$ cat src/adcc_pkg.sv
/*
  Shared constants and carrier types of the converter configuration bank.
  Assumes a single 50 MHz system clock and an active-low async reset.
*/
`default_nettype none
package adcc_pkg;
  // Register offsets on the serial write port
  localparam logic [7:0] ADDR_TIMING = 8'h62;
  localparam logic [7:0] ADDR_POWER = 8'h63;
  localparam logic [7:0] ADDR_SOURCE = 8'h65;
  localparam logic [7:0] ADDR_GAIN = 8'h68;
  localparam logic [7:0] ADDR_USER_LO = 8'h69;
  localparam logic [7:0] ADDR_USER_HI = 8'h6A;
  localparam logic [7:0] ADDR_IFACE = 8'h6C;
  // Field positions
  localparam int PHASE_LSB = 0;
  localparam int SHIFT_LSB = 5;
  localparam int FMT_BIT = 3;
  localparam int SLOW_BIT = 4;
  localparam int PDN_BIT = 7;
  localparam int PAT_LSB = 5;
  localparam int GAIN_LSB = 0;
  localparam int CLEAR_BIT = 1;
  localparam int STYLE_LSB = 3;
  // Reset values
  localparam logic [4:0] RST_PHASE = 5'h01;
  localparam logic [1:0] RST_SHIFT = 2'h0;
  localparam logic [2:0] RST_PAT = 3'h0;
  localparam logic [3:0] RST_GAIN = 4'h8;
  localparam logic [1:0] RST_STYLE = 2'h0;
  localparam logic [13:0] RST_USER = 14'h0000;
  // Output source codes
  localparam logic [2:0] PAT_NORMAL = 3'h0;
  localparam logic [2:0] PAT_ZEROS = 3'h1;
  localparam logic [2:0] PAT_ONES = 3'h2;
  localparam logic [2:0] PAT_TOGGLE = 3'h3;
  localparam logic [2:0] PAT_RAMP = 3'h4;
  localparam logic [2:0] PAT_USER = 3'h5;
  // Pattern words
  localparam logic [13:0] TOGGLE_A = 14'h2AAA;
  localparam logic [13:0] TOGGLE_B = 14'h1555;
  localparam logic [13:0] RAMP_START = 14'h0000;
  localparam logic [13:0] ALL_ONES = 14'h3FFF;
  localparam logic [13:0] MSB_FLIP = 14'h2000;
  // Bus style, gain range, setup shifts in 36ths of a sample period
  localparam logic [1:0] STYLE_CMOS = 2'h3;
  localparam logic [3:0] GAIN_BASE = 4'h8;
  localparam logic [3:0] GAIN_MAX = 4'hE;
  localparam logic signed [3:0] SETUP_POS2 = 4'sh2;
  localparam logic signed [3:0] SETUP_POS3 = 4'sh5;
  localparam logic signed [3:0] SETUP_POS4 = 4'shA;
  // Serial frame length in bits
  localparam logic [4:0] FRAME_BITS = 5'h10;

  // Decoded configuration bundle
  typedef struct packed {
    logic [4:0] clkPhase;
    logic [1:0] wordShift;
    logic offsetBinary;
    logic slowMode;
    logic powerDown;
    logic [2:0] patSel;
    logic [3:0] gainCode;
    logic [13:0] userPattern;
    logic [1:0] busStyle;
  } adcc_cfg_type;

  // Output timing placement bundle
  typedef struct packed {
    logic [1:0] cmosClkLate12;
    logic lvdsClkEarly12;
    logic lvdsClkAligned;
    logic signed [3:0] setupDelta36;
  } adcc_tim_type;
endpackage : adcc_pkg
`default_nettype wire

$ cat src/adcc_pattern_gen.sv
/*
  Output data path: picks conversion results or a test pattern and
  applies the number format. Assumes sampleValid marks one output
  clock cycle and sampleData is two's complement from the core.
*/
`default_nettype none
module adcc_pattern_gen (
  input wire logic sys_clk,
  input wire logic rstn,
  input wire adcc_pkg::adcc_cfg_type cfg,
  input wire logic sampleValid,
  input wire logic [13:0] sampleData,
  output logic [13:0] outData,
  output logic outValid,
  output logic outDataOe
);
  // Ramp count and toggle phase
  logic [13:0] ramp_r;
  logic togglePh_r;
  // Selected word for this sample
  logic [13:0] word_nxt;

  always_ff @(posedge sys_clk or negedge rstn) begin
    if (!rstn) begin
      ramp_r <= adcc_pkg::RAMP_START;
    end else if (cfg.patSel != adcc_pkg::PAT_RAMP) begin
      // Restart from zero whenever ramp is not selected
      ramp_r <= adcc_pkg::RAMP_START;
    end else if (sampleValid) begin
      ramp_r <= ramp_r + 14'h0001;
    end
  end

  // toggle phase flips per output clock
  always_ff @(posedge sys_clk or negedge rstn) begin
    if (!rstn) begin
      togglePh_r <= 1'b0;
    end else if (sampleValid) begin
      togglePh_r <= ~togglePh_r;
    end
  end

  always_comb begin
    case (cfg.patSel)
      adcc_pkg::PAT_NORMAL: begin
        word_nxt = cfg.offsetBinary ?
          (sampleData ^ adcc_pkg::MSB_FLIP) : sampleData;
      end
      adcc_pkg::PAT_ZEROS: word_nxt = 14'h0000;
      adcc_pkg::PAT_ONES: word_nxt = adcc_pkg::ALL_ONES;
      adcc_pkg::PAT_TOGGLE: begin
        word_nxt = togglePh_r ? adcc_pkg::TOGGLE_B : adcc_pkg::TOGGLE_A;
      end
      adcc_pkg::PAT_RAMP: word_nxt = ramp_r;
      adcc_pkg::PAT_USER: word_nxt = cfg.userPattern;
      // Unused codes drive zeros
      default: word_nxt = 14'h0000;
    endcase
  end

  // Output register; power down silences the buffers
  always_ff @(posedge sys_clk or negedge rstn) begin
    if (!rstn) begin
      outData <= 14'h0000;
      outValid <= 1'b0;
      outDataOe <= 1'b0;
    end else begin
      outValid <= sampleValid & ~cfg.powerDown;
      outDataOe <= ~cfg.powerDown;
      if (sampleValid) begin
        outData <= word_nxt;
      end
    end
  end

  toggle_alt_a: assert property (@(posedge sys_clk) disable iff (!rstn)
    (cfg.patSel == adcc_pkg::PAT_TOGGLE) && sampleValid ##1
    (cfg.patSel == adcc_pkg::PAT_TOGGLE) && sampleValid |=>
    outData == ~$past(outData) && outData[0] != outData[1])
    else $error("toggle pattern did not alternate");
  ramp_step_a: assert property (@(posedge sys_clk) disable iff (!rstn)
    $past(cfg.patSel == adcc_pkg::PAT_RAMP) && sampleValid &&
    (cfg.patSel == adcc_pkg::PAT_RAMP) ##1 sampleValid &&
    (cfg.patSel == adcc_pkg::PAT_RAMP) |=>
    outData == $past(outData) + 14'h0001)
    else $error("ramp did not step by one");
endmodule : adcc_pattern_gen
`default_nettype wire

$ cat src/adcc_config_regs.sv
/*
  Configuration register bank written over the three-wire serial port,
  with the output timing decode and the output data path.
  Assumes senN, sclk and sdata are already synchronous to sys_clk and
  that sclk is slow enough for each level to last at least one cycle.
*/
`default_nettype none
module adcc_config_regs (
  input wire logic sys_clk,
  input wire logic rstn,
  input wire logic senN,
  input wire logic sclk,
  input wire logic sdata,
  input wire logic sampleValid,
  input wire logic [13:0] sampleData,
  output adcc_pkg::adcc_cfg_type cfg,
  output adcc_pkg::adcc_tim_type timing,
  output logic [2:0] gainDb,
  output logic [13:0] outData,
  output logic outValid,
  output logic outDataOe
);
  // Previous serial clock level for edge finding
  logic sclkPrev_r;
  // Bits received in this frame
  logic [4:0] bitCnt_r;
  // Frame shift register, address then data
  logic [15:0] shift_r;
  // Rising serial clock inside a frame
  logic sclkRise;
  // Last bit of a frame arrives
  logic frameDone;
  // Completed frame word
  logic [15:0] frameWord;
  // Decoded address and data
  logic [7:0] wrAddr;
  logic [7:0] wrData;
  // Software clear request
  logic softClear;
  // Field registers
  logic [4:0] clkPhase_r;
  logic [1:0] wordShift_r;
  logic offsetBinary_r;
  logic slowMode_r;
  logic powerDown_r;
  logic [2:0] patSel_r;
  logic [3:0] gainCode_r;
  logic [7:0] userLow_r;
  logic [5:0] userHigh_r;
  logic [1:0] busStyle_r;
  // CMOS bus selected
  logic cmosMode;

  // Serial edge detection
  assign sclkRise = sclk & ~sclkPrev_r & ~senN;
  assign frameDone = sclkRise && (bitCnt_r == adcc_pkg::FRAME_BITS - 5'h01);
  assign frameWord = {shift_r[14:0], sdata};
  assign wrAddr = frameWord[15:8];
  assign wrData = frameWord[7:0];
  assign softClear = frameDone && (wrAddr == adcc_pkg::ADDR_IFACE) &&
    wrData[adcc_pkg::CLEAR_BIT];

  // Serial clock history
  always_ff @(posedge sys_clk or negedge rstn) begin
    if (!rstn) begin
      sclkPrev_r <= 1'b0;
    end else begin
      sclkPrev_r <= sclk;
    end
  end

  // Frame bit counter and shifter; extra bits are ignored
  always_ff @(posedge sys_clk or negedge rstn) begin
    if (!rstn) begin
      bitCnt_r <= 5'h00;
      shift_r <= 16'h0000;
    end else if (senN) begin
      // Frame ends or idles
      bitCnt_r <= 5'h00;
    end else if (sclkRise && bitCnt_r < adcc_pkg::FRAME_BITS) begin
      bitCnt_r <= bitCnt_r + 5'h01;
      shift_r <= frameWord;
    end
  end

  // Timing register: phase, word shift
  always_ff @(posedge sys_clk or negedge rstn) begin
    if (!rstn) begin
      clkPhase_r <= adcc_pkg::RST_PHASE;
      wordShift_r <= adcc_pkg::RST_SHIFT;
    end else if (softClear) begin
      clkPhase_r <= adcc_pkg::RST_PHASE;
      wordShift_r <= adcc_pkg::RST_SHIFT;
    end else if (frameDone && wrAddr == adcc_pkg::ADDR_TIMING) begin
      clkPhase_r <= wrData[adcc_pkg::PHASE_LSB +: 5];
      wordShift_r <= wrData[adcc_pkg::SHIFT_LSB +: 2];
    end
  end

  // Power and format register
  always_ff @(posedge sys_clk or negedge rstn) begin
    if (!rstn) begin
      offsetBinary_r <= 1'b0;
      slowMode_r <= 1'b0;
      powerDown_r <= 1'b0;
    end else if (softClear) begin
      offsetBinary_r <= 1'b0;
      slowMode_r <= 1'b0;
      powerDown_r <= 1'b0;
    end else if (frameDone && wrAddr == adcc_pkg::ADDR_POWER) begin
      offsetBinary_r <= wrData[adcc_pkg::FMT_BIT];
      slowMode_r <= wrData[adcc_pkg::SLOW_BIT];
      powerDown_r <= wrData[adcc_pkg::PDN_BIT];
    end
  end

  // Source select register
  always_ff @(posedge sys_clk or negedge rstn) begin
    if (!rstn) begin
      patSel_r <= adcc_pkg::RST_PAT;
    end else if (softClear) begin
      patSel_r <= adcc_pkg::RST_PAT;
    end else if (frameDone && wrAddr == adcc_pkg::ADDR_SOURCE) begin
      patSel_r <= wrData[adcc_pkg::PAT_LSB +: 3];
    end
  end

  // Gain register
  always_ff @(posedge sys_clk or negedge rstn) begin
    if (!rstn) begin
      gainCode_r <= adcc_pkg::RST_GAIN;
    end else if (softClear) begin
      gainCode_r <= adcc_pkg::RST_GAIN;
    end else if (frameDone && wrAddr == adcc_pkg::ADDR_GAIN) begin
      gainCode_r <= wrData[adcc_pkg::GAIN_LSB +: 4];
    end
  end

  // User pattern registers: low byte, high bits
  always_ff @(posedge sys_clk or negedge rstn) begin
    if (!rstn) begin
      userLow_r <= adcc_pkg::RST_USER[7:0];
      userHigh_r <= adcc_pkg::RST_USER[13:8];
    end else if (softClear) begin
      userLow_r <= adcc_pkg::RST_USER[7:0];
      userHigh_r <= adcc_pkg::RST_USER[13:8];
    end else if (frameDone && wrAddr == adcc_pkg::ADDR_USER_LO) begin
      userLow_r <= wrData;
    end else if (frameDone && wrAddr == adcc_pkg::ADDR_USER_HI) begin
      // upper bits expected zero, not stored
      userHigh_r <= wrData[5:0];
    end
  end

  // Interface register: bus style; clear bit is not stored
  always_ff @(posedge sys_clk or negedge rstn) begin
    if (!rstn) begin
      busStyle_r <= adcc_pkg::RST_STYLE;
    end else if (softClear) begin
      busStyle_r <= adcc_pkg::RST_STYLE;
    end else if (frameDone && wrAddr == adcc_pkg::ADDR_IFACE) begin
      busStyle_r <= wrData[adcc_pkg::STYLE_LSB +: 2];
    end
  end

  // Configuration bundle out
  always_comb begin
    cfg.clkPhase = clkPhase_r;
    cfg.wordShift = wordShift_r;
    cfg.offsetBinary = offsetBinary_r;
    cfg.slowMode = slowMode_r;
    cfg.powerDown = powerDown_r;
    cfg.patSel = patSel_r;
    cfg.gainCode = gainCode_r;
    cfg.userPattern = {userHigh_r, userLow_r};
    cfg.busStyle = busStyle_r;
  end

  // mode that picks the timing behaviour
  assign cmosMode = (busStyle_r == adcc_pkg::STYLE_CMOS);

  // Clock placement decode; low-bit forms win on overlap
  always_comb begin
    timing.cmosClkLate12 = 2'd0;
    timing.lvdsClkEarly12 = 1'b0;
    timing.lvdsClkAligned = 1'b0;
    if (clkPhase_r[2:0] == 3'b011 ||
        (clkPhase_r[0] && clkPhase_r[2:0] != 3'b101 &&
         clkPhase_r[2:0] != 3'b111 && clkPhase_r[4:3] == 2'b01)) begin
      timing.cmosClkLate12 = cmosMode ? 2'd1 : 2'd0;
      timing.lvdsClkEarly12 = ~cmosMode;
    end else if (clkPhase_r[2:0] == 3'b101 ||
        (clkPhase_r[0] && clkPhase_r[2:0] != 3'b111 &&
         clkPhase_r[4:3] == 2'b10)) begin
      timing.cmosClkLate12 = cmosMode ? 2'd3 : 2'd0;
      timing.lvdsClkAligned = ~cmosMode;
    end else if (clkPhase_r[2:0] == 3'b111 ||
        (clkPhase_r[0] && clkPhase_r[4:3] == 2'b11)) begin
      timing.cmosClkLate12 = cmosMode ? 2'd2 : 2'd0;
      timing.lvdsClkAligned = ~cmosMode;
    end
    case (cmosMode ? wordShift_r : 2'b00)
      2'b01: timing.setupDelta36 = adcc_pkg::SETUP_POS2;
      2'b10: timing.setupDelta36 = adcc_pkg::SETUP_POS3;
      2'b11: timing.setupDelta36 = adcc_pkg::SETUP_POS4;
      default: timing.setupDelta36 = 4'sh0;
    endcase
  end

  // gain in dB; codes out of range read as 0 dB
  always_comb begin
    if (gainCode_r >= adcc_pkg::GAIN_BASE &&
        gainCode_r <= adcc_pkg::GAIN_MAX) begin
      gainDb = 3'(gainCode_r - adcc_pkg::GAIN_BASE);
    end else begin
      gainDb = 3'd0;
    end
  end

  // Output data path
  adcc_pattern_gen dataPath (
    .sys_clk(sys_clk),
    .rstn(rstn),
    .cfg(cfg),
    .sampleValid(sampleValid),
    .sampleData(sampleData),
    .outData(outData),
    .outValid(outValid),
    .outDataOe(outDataOe)
  );

  // Clear restores phase, gain, source, style, power-down and user fields
  soft_clear_a: assert property (@(posedge sys_clk) disable iff (!rstn)
    softClear |=> clkPhase_r == adcc_pkg::RST_PHASE &&
    gainCode_r == adcc_pkg::RST_GAIN && patSel_r == 3'h0 &&
    busStyle_r == 2'h0 && !powerDown_r && cfg.userPattern == 14'h0000)
    else $error("clear left a field set");
  // Whole register taken in one write
  timing_write_a: assert property (@(posedge sys_clk) disable iff (!rstn)
    frameDone && !softClear && wrAddr == adcc_pkg::ADDR_TIMING |=>
    {wordShift_r, clkPhase_r} == $past(wrData[6:0]))
    else $error("timing write not taken whole");
  // Default phase gives nominal placement
  phase_nominal_a: assert property (@(posedge sys_clk) disable iff (!rstn)
    clkPhase_r == 5'h01 |-> timing.cmosClkLate12 == 2'd0 &&
    !timing.lvdsClkEarly12 && !timing.lvdsClkAligned)
    else $error("default phase not nominal");
  // One twelfth codes
  phase_one12_a: assert property (@(posedge sys_clk) disable iff (!rstn)
    clkPhase_r[2:0] == 3'b011 |-> (cmosMode ?
    timing.cmosClkLate12 == 2'd1 : timing.lvdsClkEarly12))
    else $error("one twelfth decode wrong");
  // Three twelfths codes
  phase_three12_a: assert property (@(posedge sys_clk) disable iff (!rstn)
    clkPhase_r[2:0] == 3'b101 |-> (cmosMode ?
    timing.cmosClkLate12 == 2'd3 : timing.lvdsClkAligned))
    else $error("three twelfths decode wrong");
  // Two twelfths codes
  phase_two12_a: assert property (@(posedge sys_clk) disable iff (!rstn)
    clkPhase_r == 5'b11001 |-> (cmosMode ?
    timing.cmosClkLate12 == 2'd2 : timing.lvdsClkAligned))
    else $error("two twelfths decode wrong");
  // Word shift has no effect outside CMOS
  shift_cmos_a: assert property (@(posedge sys_clk) disable iff (!rstn)
    !cmosMode |-> timing.setupDelta36 == 4'sh0)
    else $error("word shift applied off CMOS");
  // Word shift amounts
  shift_amount_a: assert property (@(posedge sys_clk) disable iff (!rstn)
    cmosMode && wordShift_r == 2'b11 |-> timing.setupDelta36 == -4'sd6)
    else $error("setup shift amount wrong");
  // Offset format flips the sign bit only
  format_msb_a: assert property (@(posedge sys_clk) disable iff (!rstn)
    sampleValid && patSel_r == 3'h0 && offsetBinary_r |=>
    outData == ($past(sampleData) ^ 14'h2000))
    else $error("format conversion wrong");
  // Power down removes drive
  power_down_a: assert property (@(posedge sys_clk) disable iff (!rstn)
    powerDown_r |=> !outDataOe && !outValid)
    else $error("outputs active in power down");
  // Fixed patterns
  fixed_pat_a: assert property (@(posedge sys_clk) disable iff (!rstn)
    sampleValid && patSel_r inside {3'h1, 3'h2} |=>
    outData == ($past(patSel_r) == 3'h1 ? 14'h0000 : 14'h3FFF))
    else $error("fixed pattern wrong");
  // User pattern output
  user_pat_a: assert property (@(posedge sys_clk) disable iff (!rstn)
    sampleValid && patSel_r == 3'h5 |=>
    outData == {$past(userHigh_r), $past(userLow_r)})
    else $error("user pattern wrong");
  // Gain mapping
  gain_map_a: assert property (@(posedge sys_clk) disable iff (!rstn)
    gainCode_r == 4'hE |-> gainDb == 3'd6)
    else $error("gain mapping wrong");
endmodule : adcc_config_regs
`default_nettype wire

$ cat config.mk
export PLATFORM = sky130hd
export DESIGN_NAME = adcc_config_regs
export DESIGN_NICKNAME = d
export VERILOG_FILES = /design/src/adcc_pkg.sv /design/src/adcc_pattern_gen.sv /design/src/adcc_config_regs.sv
export SDC_FILE = /design/constraint.sdc
export NUM_CORES = 1
export LEC_CHECK = 0
export CAP_MARGIN = 40
export CORE_MARGIN = 3
export CORE_UTILIZATION = 40
export CTS_BUF_LIST = sky130_fd_sc_hd__clkbuf_4
export CTS_CLUSTER_SIZE = 28
export DETAILED_ROUTE_END_ITERATION = 8
export DONT_BUFFER_PORTS = 1
export PLACE_DENSITY = 0.59
export SETUP_SLACK_MARGIN = 0.1
export SYNTH_ARGS = -nofsm -noshare
export SYNTH_HDL_FRONTEND = slang
export SYNTH_SLANG_ARGS = --single-unit
$ cat constraint.sdc
create_clock -name sys_clk -period 2.1 [get_ports sys_clk]
set_clock_uncertainty 0.1 [all_clocks]
set_input_delay 0 -clock sys_clk [delete_from_list [all_inputs] [get_ports sys_clk]]
set_output_delay 0 -clock sys_clk [all_outputs]
set_load 0.05 [all_outputs]
==> flow_metrics.tcl <==
set metrics [dict create \
    clock_latency_ns 0.42 \
    wirelength_um 10300 \
    synth_area_mm2 0.00416 \
    viasPerCell 5.46 \
    syn_to_final_growth_pct 23.4 \
    fmax_ghz 0.494 \
    ctsLongestPathBuffers 2 \
    synth_cell_types 52 \
    yosysSeqAreaShare 0.512 \
    hold_ws_ns 0.0261 \
    end_kind "flop" \
    vias 3121 \
    clock-sinks 85 \
    final-setup-viol-count 0 \
    worst_pin_slew_ns 0.690 \
    ant_nets 0 \
    synth-seq-cells 85 \
    final_area_mm2 0.00513 \
    final_cells 572 \
    final_cell_mix "dfrtp_1, nor2_1, mux2i_1, buf_4, nand2_1" \
    n_fill_cell 903 \
    yosys_warnings 0 \
    finalCriticalPeriod_ns 2.02 \
    die_y_um 108 \
    ys.flop_type "dfrtp_1" \
    layout_setup_ws_ns 0.0759 \
    final_core_util 0.516 \
    antenna_found_initial 0 \
    grt_pass1_vias 3178 \
    place_area_mm2 0.00448 \
    synth_edf_count 0 \
    avgSynthCellArea_um2 10.9 \
    relSlewSlack 0.538 \
    final_common_cell "dfrtp_1" \
    cts_buffers 9 \
    gp_congestion 0.803 \
    fin_crit_sh 0.964 \
    die-area_mm2 0.0117 \
    track_usage 0.180 \
    crit_fanout 7 \
    grt_max_degree 86 \
    ios 80 \
    setup-tns-final_ns 0 \
    total_power_mw 3.29 \
    numPlacedInstances 527 \
    syn_inst 382 \
    grt_overflow_total 0 \
    place_ws_ns 0.00761 \
    firstDrtPassIters 4 \
    drive_gt1_frac 0.269 \
    drt_iter0_markers 133 \
    htreeDepth 3 \
    finalHoldViolations 0 \
    max-vdd-ir-drop_mv 0.295 \
    layout.nets 458 \
    outcome "completed" \
    syn_nets 405 \
    arrival_ns 2.24 \
    cap_violations 0 \
    die_w_um 108 \
    hold_path_class "in -> async" \
    clk_pin_slew_ns 0.13 \
    drc 0 \
    root_buffer "clkbuf_4" \
    port_buffers 0 \
    power_density_mw_per_mm2 641 \
    initial_core_util 0.418 \
    rsz0062_at_grt "true" \
    final_max_slew_viol_count 0 \
    p_leak_nw 2.26 \
    crit_required_ns 2.31 \
    n_antenna_cell 0 \
    dpl.hpwl_um 6840 \
    wl_per_cell_um 18.0 \
    critPathKind "reg -> reg" \
    synthArstFlopShare 1.00 \
    tritoncts "done" \
    grt_pass1_wl_um 16500 \
    num_rows 36 \
    core_area_mm2 0.00995 \
    startpoint_type "flop" \
]
## synthesized netlist by cell type, drive strengths merged (4+ instances only)
library cell  instances  area share
dfrtp                83        0.50
nor2                 56       0.051
mux2i                46        0.11
nand2                25       0.023
buf                  19       0.031
o21ai                19       0.023
inv                  14       0.013
mux2                 14       0.038
a21oi                11       0.013
a221o                10       0.024
xnor2                 9       0.019
nor3                  8      0.0096
nand3                 7       0.011
xor2                  7       0.015
nand4                 6       0.014
clkbuf                4      0.0036
## cell type report
| class | instances | area [um^2] | area share |
|---|---|---|---|
| Multi-Input combinational cell | 260 | 2050 | 0.399 |
| Tap cell | 133 | 166 | 0.0324 |
| Sequential cell | 85 | 2130 | 0.415 |
| Clock inverter | 3 | 37.5 | 0.00731 |
| Inverter | 14 | 52.6 | 0.0102 |
| Timing Repair Buffer | 65 | 611 | 0.119 |
| Clock buffer | 12 | 90.1 | 0.0175 |
## what timing repair did
action | in CTS | in global routing
hold buffers | 21 | 1
pin swaps | 4 | 8
endpoints found under the setup margin | 28 | 40
hold endpoints to repair | 143 | 4
gates resized for setup | 9 | 41
setup buffers | 1 | 5
gates cloned | 0 | 2
## cells by family after synthesis
kind of cell	synth area share
XOR/XNOR	0.0337
multiplexers	0.149
AND/OR/NAND/NOR	0.162
flip-flops	0.512
AO/OA/AOI/OAI	0.0872
buffers and inverters	0.0475
adder cells (fa/ha/maj)	0.00903
## critical path: stages (launching register included)
cell      delay [ns]
dfrtp_1         0.41
ha_2            0.19
and3_4          0.18
ha_4            0.14
and4bb_4        0.22
buf_4           0.14
nand3_4         0.16
mux2i_1         0.33
nor2_4          0.04
## power breakdown
part	internal [mW]	switching [mW]
combinational	0.181	0.125
clock	0.392	0.525
sequential	1.75	0.319
## final timing paths
check / startpoint / endpoint / slack, ns / cells after the start
setup / recovery: bitCnt_r[0]$_DFFE_PN0P_ / clkPhase_r[2]$_DFFE_PN0P_ / 0.08 / 8
hold / removal: rstn / dataPath.outData[7]$_DFFE_PN0P_ / 0.03 / 2
setup reg to reg: bitCnt_r[0]$_DFFE_PN0P_ / clkPhase_r[2]$_DFFE_PN0P_ / 0.08 / 8
hold reg to reg: shift_r[11]$_DFFE_PN0P_ / shift_r[12]$_DFFE_PN0P_ / 0.43 / 1
max in group asynchronous: rstn / clkPhase_r[0]$_DFFE_PN1P_ / 1.48 / 2
min in group sys_clk: sclk / bitCnt_r[3]$_DFFE_PN0P_ / 0.03 / 5
## per-layer routing
layer	GRT usage	wire, um	part of all wire	vias up
met5	0	0	0	-
met3	0.0484	707	0.069	14
met1	0.235	4480	0.44	1561
met4	0.0613	159	0.015	0
met2	0.292	4950	0.48	100
li1	-	-	-	1446
## registers in the layout, summed over array words and instances, names as in the netlist, 2 cells and up
| name | count |
|---|---|
| busStyle_r | 2 |
| patSel_r | 3 |
| shift_r | 15 |
| clkPhase_r | 5 |
| wordShift_r | 2 |
| userHigh_r | 6 |
| bitCnt_r | 5 |
| dataPath.outData | 14 |
| gainCode_r | 4 |
| userLow_r | 8 |
| dataPath.ramp_r | 14 |
(Power assumes the default switching activity.)
